$ cat config.mk
export PLATFORM = sky130hd
export DESIGN_NAME = sarcc_top
export DESIGN_NICKNAME = d
export VERILOG_FILES = /design/src/rtl/sarcc_pkg.sv /design/src/rtl/sarcc_clkdiv.sv /design/src/rtl/sarcc_fifo.sv /design/src/rtl/sarcc_top.sv
export VERILOG_INCLUDE_DIRS = /design/src /design/src/rtl
export SDC_FILE = /design/constraint.sdc
export NUM_CORES = 1
export LEC_CHECK = 0
export BUFFER_PORTS_ARGS = -buffer_cell sky130_fd_sc_hd__buf_4
export CAP_MARGIN = 25
export CORE_MARGIN = 2
export CORE_UTILIZATION = 61
export CTS_CLUSTER_SIZE = 28
export DETAILED_ROUTE_END_ITERATION = 16
export HOLD_SLACK_MARGIN = 0.08
export PLACE_DENSITY = 0.95
export SYNTH_ARGS = -nofsm -noshare
export SYNTH_HDL_FRONTEND = slang
export SYNTH_SLANG_ARGS = --single-unit
$ cat constraint.sdc
create_clock -name core_clk_i -period 7.85 [get_ports core_clk_i]
set_input_delay 0.785 -clock core_clk_i [delete_from_list [all_inputs] [get_ports core_clk_i]]
set_output_delay 0.785 -clock core_clk_i [all_outputs]
set_load 0.005 [all_outputs]
$ cat src/rtl/sarcc_cfg.svh
// Timing counts, field widths and trigger codes for the converter control.
// Assumes inclusion by bare name from rtl files; definitions only.
`ifndef SARCC_CFG_SVH
`define SARCC_CFG_SVH

`define SARCC_NUM_CH        8
`define SARCC_CH_W          3
`define SARCC_RES_W         10
`define SARCC_SAR_CYCLES    10
`define SARCC_DIV_W         6
`define SARCC_SHT_W         4
`define SARCC_TRG_TIMER0    3'h0
`define SARCC_TRG_TIMER1    3'h1
`define SARCC_TRG_TIMER2    3'h2
`define SARCC_TRG_EXT       3'h6
`define SARCC_FIFO_DEPTH    8
`define SARCC_FIFO_W        16

`endif

$ cat src/rtl/sarcc_pkg.sv
// Types shared by the converter control design files.
// Assumes sarcc_cfg.svh holds the numeric constants.
`include "sarcc_cfg.svh"
package sarcc_pkg;
    typedef enum logic [3:0] {
        ST_IDLE   = 4'b0001,
        ST_SAMPLE = 4'b0010,
        ST_CONV   = 4'b0100,
        ST_STORE  = 4'b1000
    } sarcc_state_e;
endpackage

$ cat src/rtl/sarcc_clkdiv.sv
// Converter clock tick: one master-clock pulse per converter clock.
// Assumes prescale setting is static while the block is busy.
`timescale 1ns/100ps
`include "sarcc_cfg.svh"
module sarcc_clkdiv (
    input  wire logic                    core_clk_i,
    input  wire logic                    resetn_i,
    input  wire logic                    run_i,
    input  wire logic [`SARCC_DIV_W-1:0] div_i,
    output logic                         tick_o
);
    logic [`SARCC_DIV_W:0] cnt_r;
    logic [`SARCC_DIV_W:0] cnt_nxt;
    logic                  tick_nxt;
    logic [`SARCC_DIV_W:0] last;

    // Period is 2*(div+1) master clocks
    always_comb begin
        last     = {div_i, 1'b1};
        cnt_nxt  = '0;
        tick_nxt = 1'b0;
        if (run_i) begin
            if (cnt_r >= last) begin
                tick_nxt = 1'b1;
            end else begin
                cnt_nxt = cnt_r + 1'b1;
            end
        end
    end

    // Register counter and tick
    always_ff @(posedge core_clk_i or negedge resetn_i) begin
        if (!resetn_i) begin
            cnt_r  <= '0;
            tick_o <= 1'b0;
        end else begin
            cnt_r  <= cnt_nxt;
            tick_o <= tick_nxt;
        end
    end
endmodule

$ cat src/rtl/sarcc_fifo.sv
// Synchronous FIFO with valid/ready on both sides.
// Assumes single clock; full and empty are exact.
`timescale 1ns/100ps
module sarcc_fifo #(
    parameter int WIDTH = 16,
    parameter int DEPTH = 8
) (
    input  wire logic             core_clk_i,
    input  wire logic             resetn_i,
    input  wire logic             in_valid_i,
    output logic                  in_ready_o,
    input  wire logic [WIDTH-1:0] in_data_i,
    output logic                  out_valid_o,
    input  wire logic             out_ready_i,
    output logic      [WIDTH-1:0] out_data_o
);
    localparam int AW = $clog2(DEPTH);
    logic [WIDTH-1:0] mem [DEPTH];
    logic [AW-1:0]    wp_r;
    logic [AW-1:0]    wp_nxt;
    logic [AW-1:0]    rp_r;
    logic [AW-1:0]    rp_nxt;
    logic [AW:0]      cnt_r;
    logic [AW:0]      cnt_nxt;
    logic             wr;
    logic             rd;

    assign in_ready_o  = (cnt_r != (AW+1)'(DEPTH));
    assign out_valid_o = (cnt_r != '0);
    assign out_data_o  = mem[rp_r];
    assign wr          = in_valid_i && in_ready_o;
    assign rd          = out_valid_o && out_ready_i;

    // Pointer and level update
    always_comb begin
        wp_nxt  = wp_r;
        rp_nxt  = rp_r;
        cnt_nxt = cnt_r;
        if (wr) begin
            wp_nxt = (wp_r == AW'(DEPTH-1)) ? '0 : wp_r + 1'b1;
        end
        if (rd) begin
            rp_nxt = (rp_r == AW'(DEPTH-1)) ? '0 : rp_r + 1'b1;
        end
        if (wr && !rd) begin
            cnt_nxt = cnt_r + 1'b1;
        end else if (rd && !wr) begin
            cnt_nxt = cnt_r - 1'b1;
        end
    end

    // Register pointers
    always_ff @(posedge core_clk_i or negedge resetn_i) begin
        if (!resetn_i) begin
            wp_r  <= '0;
            rp_r  <= '0;
            cnt_r <= '0;
        end else begin
            wp_r  <= wp_nxt;
            rp_r  <= rp_nxt;
            cnt_r <= cnt_nxt;
        end
    end

    // Storage write
    always_ff @(posedge core_clk_i) begin
        if (wr) begin
            mem[wp_r] <= in_data_i;
        end
    end
endmodule

$ cat src/rtl/sarcc_top.sv
// Conversion control for an eight-channel successive-approximation converter.
// Assumes control bits as plain ports, analog cell below, DMA above.
// Overview of operation
// - Conversion takes sample-hold cycles plus one, then 10 converter clock cycles.
// - Converter clock is master clock over 2*(divider+1), range /2 to /128.
// - Out of reset the resolution is 10 bits.
// - Low resolution keeps eight high bits, shifted down; upper two bits read zero.
// - DMA words are 16 bits, or 8 bits in low resolution.
// - Result goes to the channel register and the last-result register.
// - Completion sets channel end-of-conversion flag and result-ready flag.
// - Each completion issues a DMA transfer request.
// - End-of-conversion and result-ready flags can raise the interrupt.
// - Reading a channel register clears its end-of-conversion flag.
// - Reading last result clears ready flag and last channel's flag.
// - New result on unread channel sets that channel's overrun flag.
// - Completion while result-ready is set sets general overrun flag.
// - Reading status clears channel and general overrun flags.
// - One of eight inputs is selected through an eight-way mux.
// - Start by software, external pin rising edge, or timer outputs.
// - Enabling a channel hands its shared pin to the converter.
// - Trigger select: 0..2 timers, 6 external pin, others reserved.
// - One start converts all enabled channels; software start works with or without hardware trigger enable.
// - Hardware trigger starts after two master clocks or more.
`timescale 1ns/100ps
`include "sarcc_cfg.svh"
module sarcc_top #(
    parameter int NUM_CH     = `SARCC_NUM_CH,
    parameter int FIFO_DEPTH = `SARCC_FIFO_DEPTH
) (
    input  wire logic                     core_clk_i,
    input  wire logic                     resetn_i,
    input  wire logic                     soft_start_i,
    input  wire logic                     hardware_trigger_enable_i,
    input  wire logic [2:0]               trigger_source_select_i,
    input  wire logic [2:0]               timer_waveform_output_i,
    input  wire logic                     external_trigger_pin_i,
    input  wire logic                     low_resolution_select_i,
    input  wire logic [`SARCC_DIV_W-1:0]  conv_clock_divider_i,
    input  wire logic [`SARCC_SHT_W-1:0]  sample_hold_cycles_i,
    input  wire logic [NUM_CH-1:0]        channel_enable_i,
    input  wire logic [NUM_CH-1:0]        chan_result_rd_i,
    input  wire logic                     last_result_rd_i,
    input  wire logic                     status_rd_i,
    input  wire logic                     sar_compare_i,
    input  wire logic                     dma_ready_i,
    output logic                          sar_sample_o,
    output logic [`SARCC_CH_W-1:0]        mux_select_o,
    output logic [NUM_CH-1:0]             pin_to_converter_o,
    output logic [`SARCC_RES_W-1:0]       sar_trial_o,
    output logic                          busy_o,
    output logic [`SARCC_RES_W*NUM_CH-1:0] channel_result_o,
    output logic [`SARCC_RES_W-1:0]       last_result_field_o,
    output logic [NUM_CH-1:0]             eoc_flag_o,
    output logic                          result_ready_flag_o,
    output logic [NUM_CH-1:0]             channel_overrun_flag_o,
    output logic                          general_overrun_flag_o,
    output logic                          irq_o,
    output logic                          dma_valid_o,
    output logic [`SARCC_FIFO_W-1:0]      dma_data_o,
    output logic                          dma_byte_mode_o
);
    localparam int RW = `SARCC_RES_W;
    localparam int CW = `SARCC_CH_W;

    sarcc_pkg::sarcc_state_e st_r, st_nxt;
    logic [NUM_CH-1:0] pend_r, pend_nxt;
    logic [CW-1:0]     ch_r, ch_nxt;
    logic [4:0]        cyc_r, cyc_nxt;
    logic [RW-1:0]     sar_r, sar_nxt;
    logic              trg_d1_r, trg_d2_r, hw_arm_r;
    logic              trg_nxt, hw_fire;
    logic              start;
    logic              tick;
    logic [RW-1:0]     res_fmt;
    logic [CW-1:0]     first_ch;
    logic              any_pend;
    logic [RW*NUM_CH-1:0] cdr_nxt;
    logic [RW-1:0]     ldr_nxt;
    logic [NUM_CH-1:0] eoc_nxt, ovr_nxt;
    logic              rdy_nxt, govr_nxt, done;
    logic [CW-1:0]     last_ch_r, last_ch_nxt;
    logic              fifo_in_ready, fifo_out_valid;
    logic [`SARCC_FIFO_W-1:0] fifo_out_data;
    logic              dma_take;

    // Converter clock ticks only while a sequence runs
    sarcc_clkdiv u_div (
        .core_clk_i (core_clk_i),
        .resetn_i   (resetn_i),
        .run_i      (st_r != sarcc_pkg::ST_IDLE),
        .div_i      (conv_clock_divider_i),
        .tick_o     (tick)
    );

    // Hardware trigger source selection
    always_comb begin
        trg_nxt = 1'b0;
        if (trigger_source_select_i == `SARCC_TRG_TIMER0) begin
            trg_nxt = timer_waveform_output_i[0];
        end else if (trigger_source_select_i == `SARCC_TRG_TIMER1) begin
            trg_nxt = timer_waveform_output_i[1];
        end else if (trigger_source_select_i == `SARCC_TRG_TIMER2) begin
            trg_nxt = timer_waveform_output_i[2];
        end else if (trigger_source_select_i == `SARCC_TRG_EXT) begin
            trg_nxt = external_trigger_pin_i;
        end
    end

    // Rising edge of the selected source, two-cycle latency
    assign hw_fire = hardware_trigger_enable_i && trg_d1_r && !trg_d2_r;
    assign start   = soft_start_i || (hw_arm_r);

    always_ff @(posedge core_clk_i or negedge resetn_i) begin
        if (!resetn_i) begin
            trg_d1_r <= 1'b0;
            trg_d2_r <= 1'b0;
            hw_arm_r <= 1'b0;
        end else begin
            trg_d1_r <= trg_nxt;
            trg_d2_r <= trg_d1_r;
            hw_arm_r <= hw_fire;
        end
    end

    // Lowest pending channel
    always_comb begin
        first_ch = '0;
        any_pend = |pend_r;
        for (int i = NUM_CH-1; i >= 0; i--) begin
            if (pend_r[i]) begin
                first_ch = CW'(i);
            end
        end
    end

    // Result with final trial bit; 8-bit mode zeroes the top two bits
    assign res_fmt = low_resolution_select_i
                   ? {2'h0, sar_nxt[RW-1:2]} : sar_nxt;

    // Sequencer: sample phase then 10 bit trials per channel
    always_comb begin
        st_nxt  = st_r;
        pend_nxt = pend_r;
        ch_nxt  = ch_r;
        cyc_nxt = cyc_r;
        sar_nxt = sar_r;
        done    = 1'b0;
        case (st_r)
            sarcc_pkg::ST_IDLE: begin
                if (start && (|channel_enable_i) && fifo_in_ready) begin
                    pend_nxt = channel_enable_i;
                    st_nxt   = sarcc_pkg::ST_STORE;
                end
            end
            sarcc_pkg::ST_SAMPLE: begin
                if (tick) begin
                    if (cyc_r >= 5'(sample_hold_cycles_i)) begin
                        cyc_nxt = '0;
                        sar_nxt = 10'h200;
                        st_nxt  = sarcc_pkg::ST_CONV;
                    end else begin
                        cyc_nxt = cyc_r + 5'h01;
                    end
                end
            end
            sarcc_pkg::ST_CONV: begin
                if (tick) begin
                    // Keep or drop the trial bit, then try the next one
                    for (int b = 0; b < RW; b++) begin
                        if (5'(RW-1-b) == cyc_r) begin
                            sar_nxt[b] = sar_compare_i;
                            if (b > 0) begin
                                sar_nxt[b-1] = 1'b1;
                            end
                        end
                    end
                    if (cyc_r == 5'(`SARCC_SAR_CYCLES-1)) begin
                        done   = 1'b1;
                        st_nxt = sarcc_pkg::ST_STORE;
                    end else begin
                        cyc_nxt = cyc_r + 5'h01;
                    end
                end
            end
            sarcc_pkg::ST_STORE: begin
                // Pick next channel or finish; ignore triggers meanwhile
                if (any_pend && fifo_in_ready) begin
                    ch_nxt   = first_ch;
                    pend_nxt[first_ch] = 1'b0;
                    cyc_nxt  = '0;
                    st_nxt   = sarcc_pkg::ST_SAMPLE;
                end else if (!any_pend) begin
                    st_nxt   = sarcc_pkg::ST_IDLE;
                end
            end
            default: st_nxt = sarcc_pkg::ST_IDLE;
        endcase
    end

    always_ff @(posedge core_clk_i or negedge resetn_i) begin
        if (!resetn_i) begin
            st_r   <= sarcc_pkg::ST_IDLE;
            pend_r <= '0;
            ch_r   <= '0;
            cyc_r  <= '0;
            sar_r  <= '0;
        end else begin
            st_r   <= st_nxt;
            pend_r <= pend_nxt;
            ch_r   <= ch_nxt;
            cyc_r  <= cyc_nxt;
            sar_r  <= sar_nxt;
        end
    end

    // Result registers and flags; a completion beats a same-cycle clear
    always_comb begin
        cdr_nxt     = channel_result_o;
        ldr_nxt     = last_result_field_o;
        eoc_nxt     = eoc_flag_o & ~chan_result_rd_i;
        rdy_nxt     = result_ready_flag_o;
        ovr_nxt     = channel_overrun_flag_o;
        govr_nxt    = general_overrun_flag_o;
        last_ch_nxt = last_ch_r;
        if (last_result_rd_i) begin
            rdy_nxt = 1'b0;
            eoc_nxt[last_ch_r] = 1'b0;
        end
        if (status_rd_i) begin
            ovr_nxt  = '0;
            govr_nxt = 1'b0;
        end
        if (done) begin
            cdr_nxt[ch_r*RW +: RW] = res_fmt;
            ldr_nxt     = res_fmt;
            last_ch_nxt = ch_r;
            if (eoc_flag_o[ch_r] && !chan_result_rd_i[ch_r]) begin
                ovr_nxt[ch_r] = 1'b1;
            end
            if (result_ready_flag_o && !last_result_rd_i) begin
                govr_nxt = 1'b1;
            end
            eoc_nxt[ch_r] = 1'b1;
            rdy_nxt       = 1'b1;
        end
    end

    always_ff @(posedge core_clk_i or negedge resetn_i) begin
        if (!resetn_i) begin
            channel_result_o       <= '0;
            last_result_field_o    <= '0;
            eoc_flag_o             <= '0;
            result_ready_flag_o    <= 1'b0;
            channel_overrun_flag_o <= '0;
            general_overrun_flag_o <= 1'b0;
            last_ch_r              <= '0;
        end else begin
            channel_result_o       <= cdr_nxt;
            last_result_field_o    <= ldr_nxt;
            eoc_flag_o             <= eoc_nxt;
            result_ready_flag_o    <= rdy_nxt;
            channel_overrun_flag_o <= ovr_nxt;
            general_overrun_flag_o <= govr_nxt;
            last_ch_r              <= last_ch_nxt;
        end
    end

    // Each completion pushes one word toward DMA
    sarcc_fifo #(
        .WIDTH (`SARCC_FIFO_W),
        .DEPTH (FIFO_DEPTH)
    ) u_fifo (
        .core_clk_i  (core_clk_i),
        .resetn_i    (resetn_i),
        .in_valid_i  (done),
        .in_ready_o  (fifo_in_ready),
        .in_data_i   ({6'h00, res_fmt}),
        .out_valid_o (fifo_out_valid),
        .out_ready_i (dma_take),
        .out_data_o  (fifo_out_data)
    );

    // Registered DMA stage: load when empty or consumed
    assign dma_take = fifo_out_valid && (!dma_valid_o || dma_ready_i);

    always_ff @(posedge core_clk_i or negedge resetn_i) begin
        if (!resetn_i) begin
            dma_valid_o     <= 1'b0;
            dma_data_o      <= '0;
            dma_byte_mode_o <= 1'b0;
        end else begin
            if (dma_take) begin
                dma_valid_o <= 1'b1;
                dma_data_o  <= fifo_out_data;
            end else if (dma_ready_i) begin
                dma_valid_o <= 1'b0;
            end
            dma_byte_mode_o <= low_resolution_select_i;
        end
    end

    // Analog-side controls, pin handover, interrupt
    always_ff @(posedge core_clk_i or negedge resetn_i) begin
        if (!resetn_i) begin
            sar_sample_o       <= 1'b0;
            mux_select_o       <= '0;
            pin_to_converter_o <= '0;
            sar_trial_o        <= '0;
            busy_o             <= 1'b0;
            irq_o              <= 1'b0;
        end else begin
            sar_sample_o       <= (st_nxt == sarcc_pkg::ST_SAMPLE);
            mux_select_o       <= ch_nxt;
            pin_to_converter_o <= channel_enable_i;
            sar_trial_o        <= sar_nxt;
            busy_o             <= (st_nxt != sarcc_pkg::ST_IDLE);
            irq_o              <= (|eoc_nxt) || rdy_nxt;
        end
    end
endmodule

==> reports/metrics.cfg <==
[worst_setup_path]
reg2reg_from=mux_select_o[0]$_DFFE_PN0P_
critPathArrivalTime_ns=5.53
critPathMaxFanout=26
ff2ff_path_depth=7
path_common_cell=clkinv_1
path_depth=7
crit_type=reg -> reg
rrSetupSlack_ns=2.73
startpoint_type=register
slowest_stage=ha_1
cp_top_family=buffers and inverters
r2r-end=channel_result_o[58]$_DFFE_PN0P_
max_stage_delay_ns=1.01
timing.critical_path.buf_inv=2
path_cells=clkinv_1, ha_1, clkinv_1, nor2_1, o211ai_1, nor4_1, mux2_2
crit_required_ns=8.26
cp-end-kind=register

[sta]
setup-violations-final=0
tns_ns=0
period_needed_ns=5.12
finalMaxSlewViolations=0
tightestPinTransition_ns=1.04
slew_headroom=0.307
fin_skew_ns=0.0125
period_share=0.652
clock.fmax_mhz=195
hold_viol_final=0
rsz0062_at_grt=false

[global_route]
grt_max_degree=109
grt_pass1_wl_um=56100
grt_overflow=0
antenna_found_initial=0
first_global_vias=10500
grt.total_usage=0.321

[cts]
path_clk_slew_ns=0.06
h-tree-depth=1
cts-root-buf=clkbuf_16
cts_resized=0
cts_sinks=265
cts_tree=done
cts_buffer_depth=3
clock_latency_ns=0.53
post_cts_buffers=0
cts_buffers=26
cts_hold_buf=0

[place]
place_area_sq_um=14500
gp_congestion=1.04
dp_hpwl_um=24900
dp.cells=1610
port-buffer-count=185

[yosys]
async_flop_share=0.698
yosysWarningCount=0
synth.cell_area_sq_um=12900
synth_flop_cell=dfrtp_1
synth_edf_count=80
seq_area_frac_synth=0.546
synth_seq_cells=265
syn_area_per_cell_sq_um=10.8
ys_types=90
synthCells=1189

[power_and_ir_drop]
switching_share=0.427
switchingPower_uw=2220
clkPwrFrac=0.235
power_frac_seq=0.328
power.density_nw_per_um2=339
leakage_uw=0.00651
power_frac_comb=0.437
peakVddDrop_v=0.000181
p_int_uw=2980
finalPower_uw=5210

[floorplan]
core_sq_um=20900
fp.dieArea_sq_um=22300
die_h_um=149
initial_utilization=0.617
pin_count=192
die_w_um=149
core.rowCount=53

[finish]
drive_gt1_frac=0.227
nets=1441
fin_area_sq_um=15400
num_antenna_cells=0
area_growth_pct=19.2
final_cells=1665
utilization=0.736

[routing]
wirelength_um=35700
drc=0
drtAntennaViolNets=0
drtIter0Drc=1449
dr.pass1.iters=6
routed_via_density=6.45
vias=10700
post_drt_wl_per_cell_um=21.5

[job]
maxCapViolCount=0

[worst_hold_path]
hold_class=in -> async

[outcome]
status=complete, no violations

## how the worst max path moves through the flow
stage / start / end / slack, ns
floorplan: mux_select_o[2]$_DFFE_PN0P_ / channel_result_o[73]$_DFFE_PN0P_ / 4.50
global placement: mux_select_o[0]$_DFFE_PN0P_ / channel_result_o[74]$_DFFE_PN0P_ / 3.28
detailed placement: mux_select_o[0]$_DFFE_PN0P_ / channel_result_o[58]$_DFFE_PN0P_ / 3.06
CTS: mux_select_o[0]$_DFFE_PN0P_ / channel_result_o[76]$_DFFE_PN0P_ / 3.07
global route: mux_select_o[0]$_DFFE_PN0P_ / channel_result_o[58]$_DFFE_PN0P_ / 2.61
finish: mux_select_o[0]$_DFFE_PN0P_ / channel_result_o[58]$_DFFE_PN0P_ / 2.73
## area by class of cell
| type | count | area, sq um |
|---|---|---|
| clock inverters | 6 | 57.6 |
| clock buffers | 42 | 776 |
| repair buffers | 203 | 1540 |
| multi-input cells | 822 | 5420 |
| inverters | 52 | 195 |
| fillers | 1396 | 5520 |
| well taps | 275 | 344 |
| flip-flops and latches | 265 | 7030 |
## sequential cells by signal (all words and copies together) (netlist names), 3 cells and up
signal	count
eoc_flag_o	8
u_div.cnt_r	7
cyc_r	5
mux_select_o	3
u_fifo.wp_r	3
dma_data_o	10
channel_overrun_flag_o	8
pin_to_converter_o	8
last_result_field_o	10
pend_r	8
last_ch_r	3
sar_trial_o	10
channel_result_o	80
u_fifo.cnt_r	4
u_fifo.mem	80
st_r	4
u_fifo.rp_r	3
## cells in the mapped netlist (10+ instances only)
library cell | instances | share of area
o31ai_1 | 10 | 0.0058
buf_2 | 10 | 0.0039
a22oi_1 | 13 | 0.0076
o21ai_0 | 61 | 0.024
inv_1 | 47 | 0.014
mux2i_1 | 17 | 0.013
a31oi_1 | 10 | 0.0049
ha_1 | 28 | 0.027
nand2_1 | 138 | 0.040
a21o_1 | 11 | 0.0064
mux4_2 | 23 | 0.040
nand3_1 | 25 | 0.0097
nand2b_1 | 16 | 0.0078
mux2_2 | 22 | 0.019
dfrtp_1 | 184 | 0.36
o211ai_1 | 13 | 0.0076
o21ai_1 | 14 | 0.0054
clkbuf_1 | 30 | 0.0087
a21oi_1 | 84 | 0.033
nor2_1 | 119 | 0.035
edfxtp_1 | 80 | 0.19
nor3_1 | 31 | 0.012
## power by group through the flow
stage	sequential, uW	clock [uW]	combinational, uW
floorplan	1650	0	1550
global placement	1720	0	2090
detailed placement	1730	0	2150
CTS	1710	1240	2170
global route	1720	1300	2420
finish	1710	1220	2270
## cell families (layout without fill, tap and decap cells)
logic type,after synthesis,count (layout),synth area share
simple gates,399,399,0.146
compound gates,307,307,0.157
flops,265,265,0.546
buf+inv,107,303,0.0353
mux,67,67,0.0770
fa+ha+maj,29,29,0.0287
xor+xnor,14,14,0.00951
other cells,1,6,0.000291
## through the flow
step,hold slack (ns),setup WS (ns)
finish,0.342,2.73
global route,0.373,2.61
CTS,0.374,3.07
detailed placement,0.388,3.06
global placement,0.384,3.28
floorplan,0.354,4.50
## layout by cell type, fill, tap and decap left out, types with 14 or more instances in the layout
| cell | count |
|---|---|
| nand2_1 | 138 |
| mux2i_1 | 17 |
| inv_1 | 47 |
| edfxtp_1 | 80 |
| ha_1 | 28 |
| nor3_1 | 31 |
| nor2_1 | 119 |
| dfrtp_1 | 184 |
| buf_4 | 197 |
| a21oi_1 | 83 |
| mux4_2 | 23 |
| nand3_1 | 25 |
| mux2_2 | 22 |
| clkbuf_16 | 27 |
| o21ai_0 | 61 |
| o21ai_1 | 14 |
| nand2b_1 | 16 |
## metal layers
layer / vias to the layer above / global-route usage / share of wire
met1: 5239 / 0.427 / 0.37
met4: 0 / 0.112 / 0.035
met2: 670 / 0.535 / 0.50
met3: 138 / 0.0550 / 0.094
met5: - / 0 / 0
li1: 4684 / - / -
(Power assumes the default switching activity.)
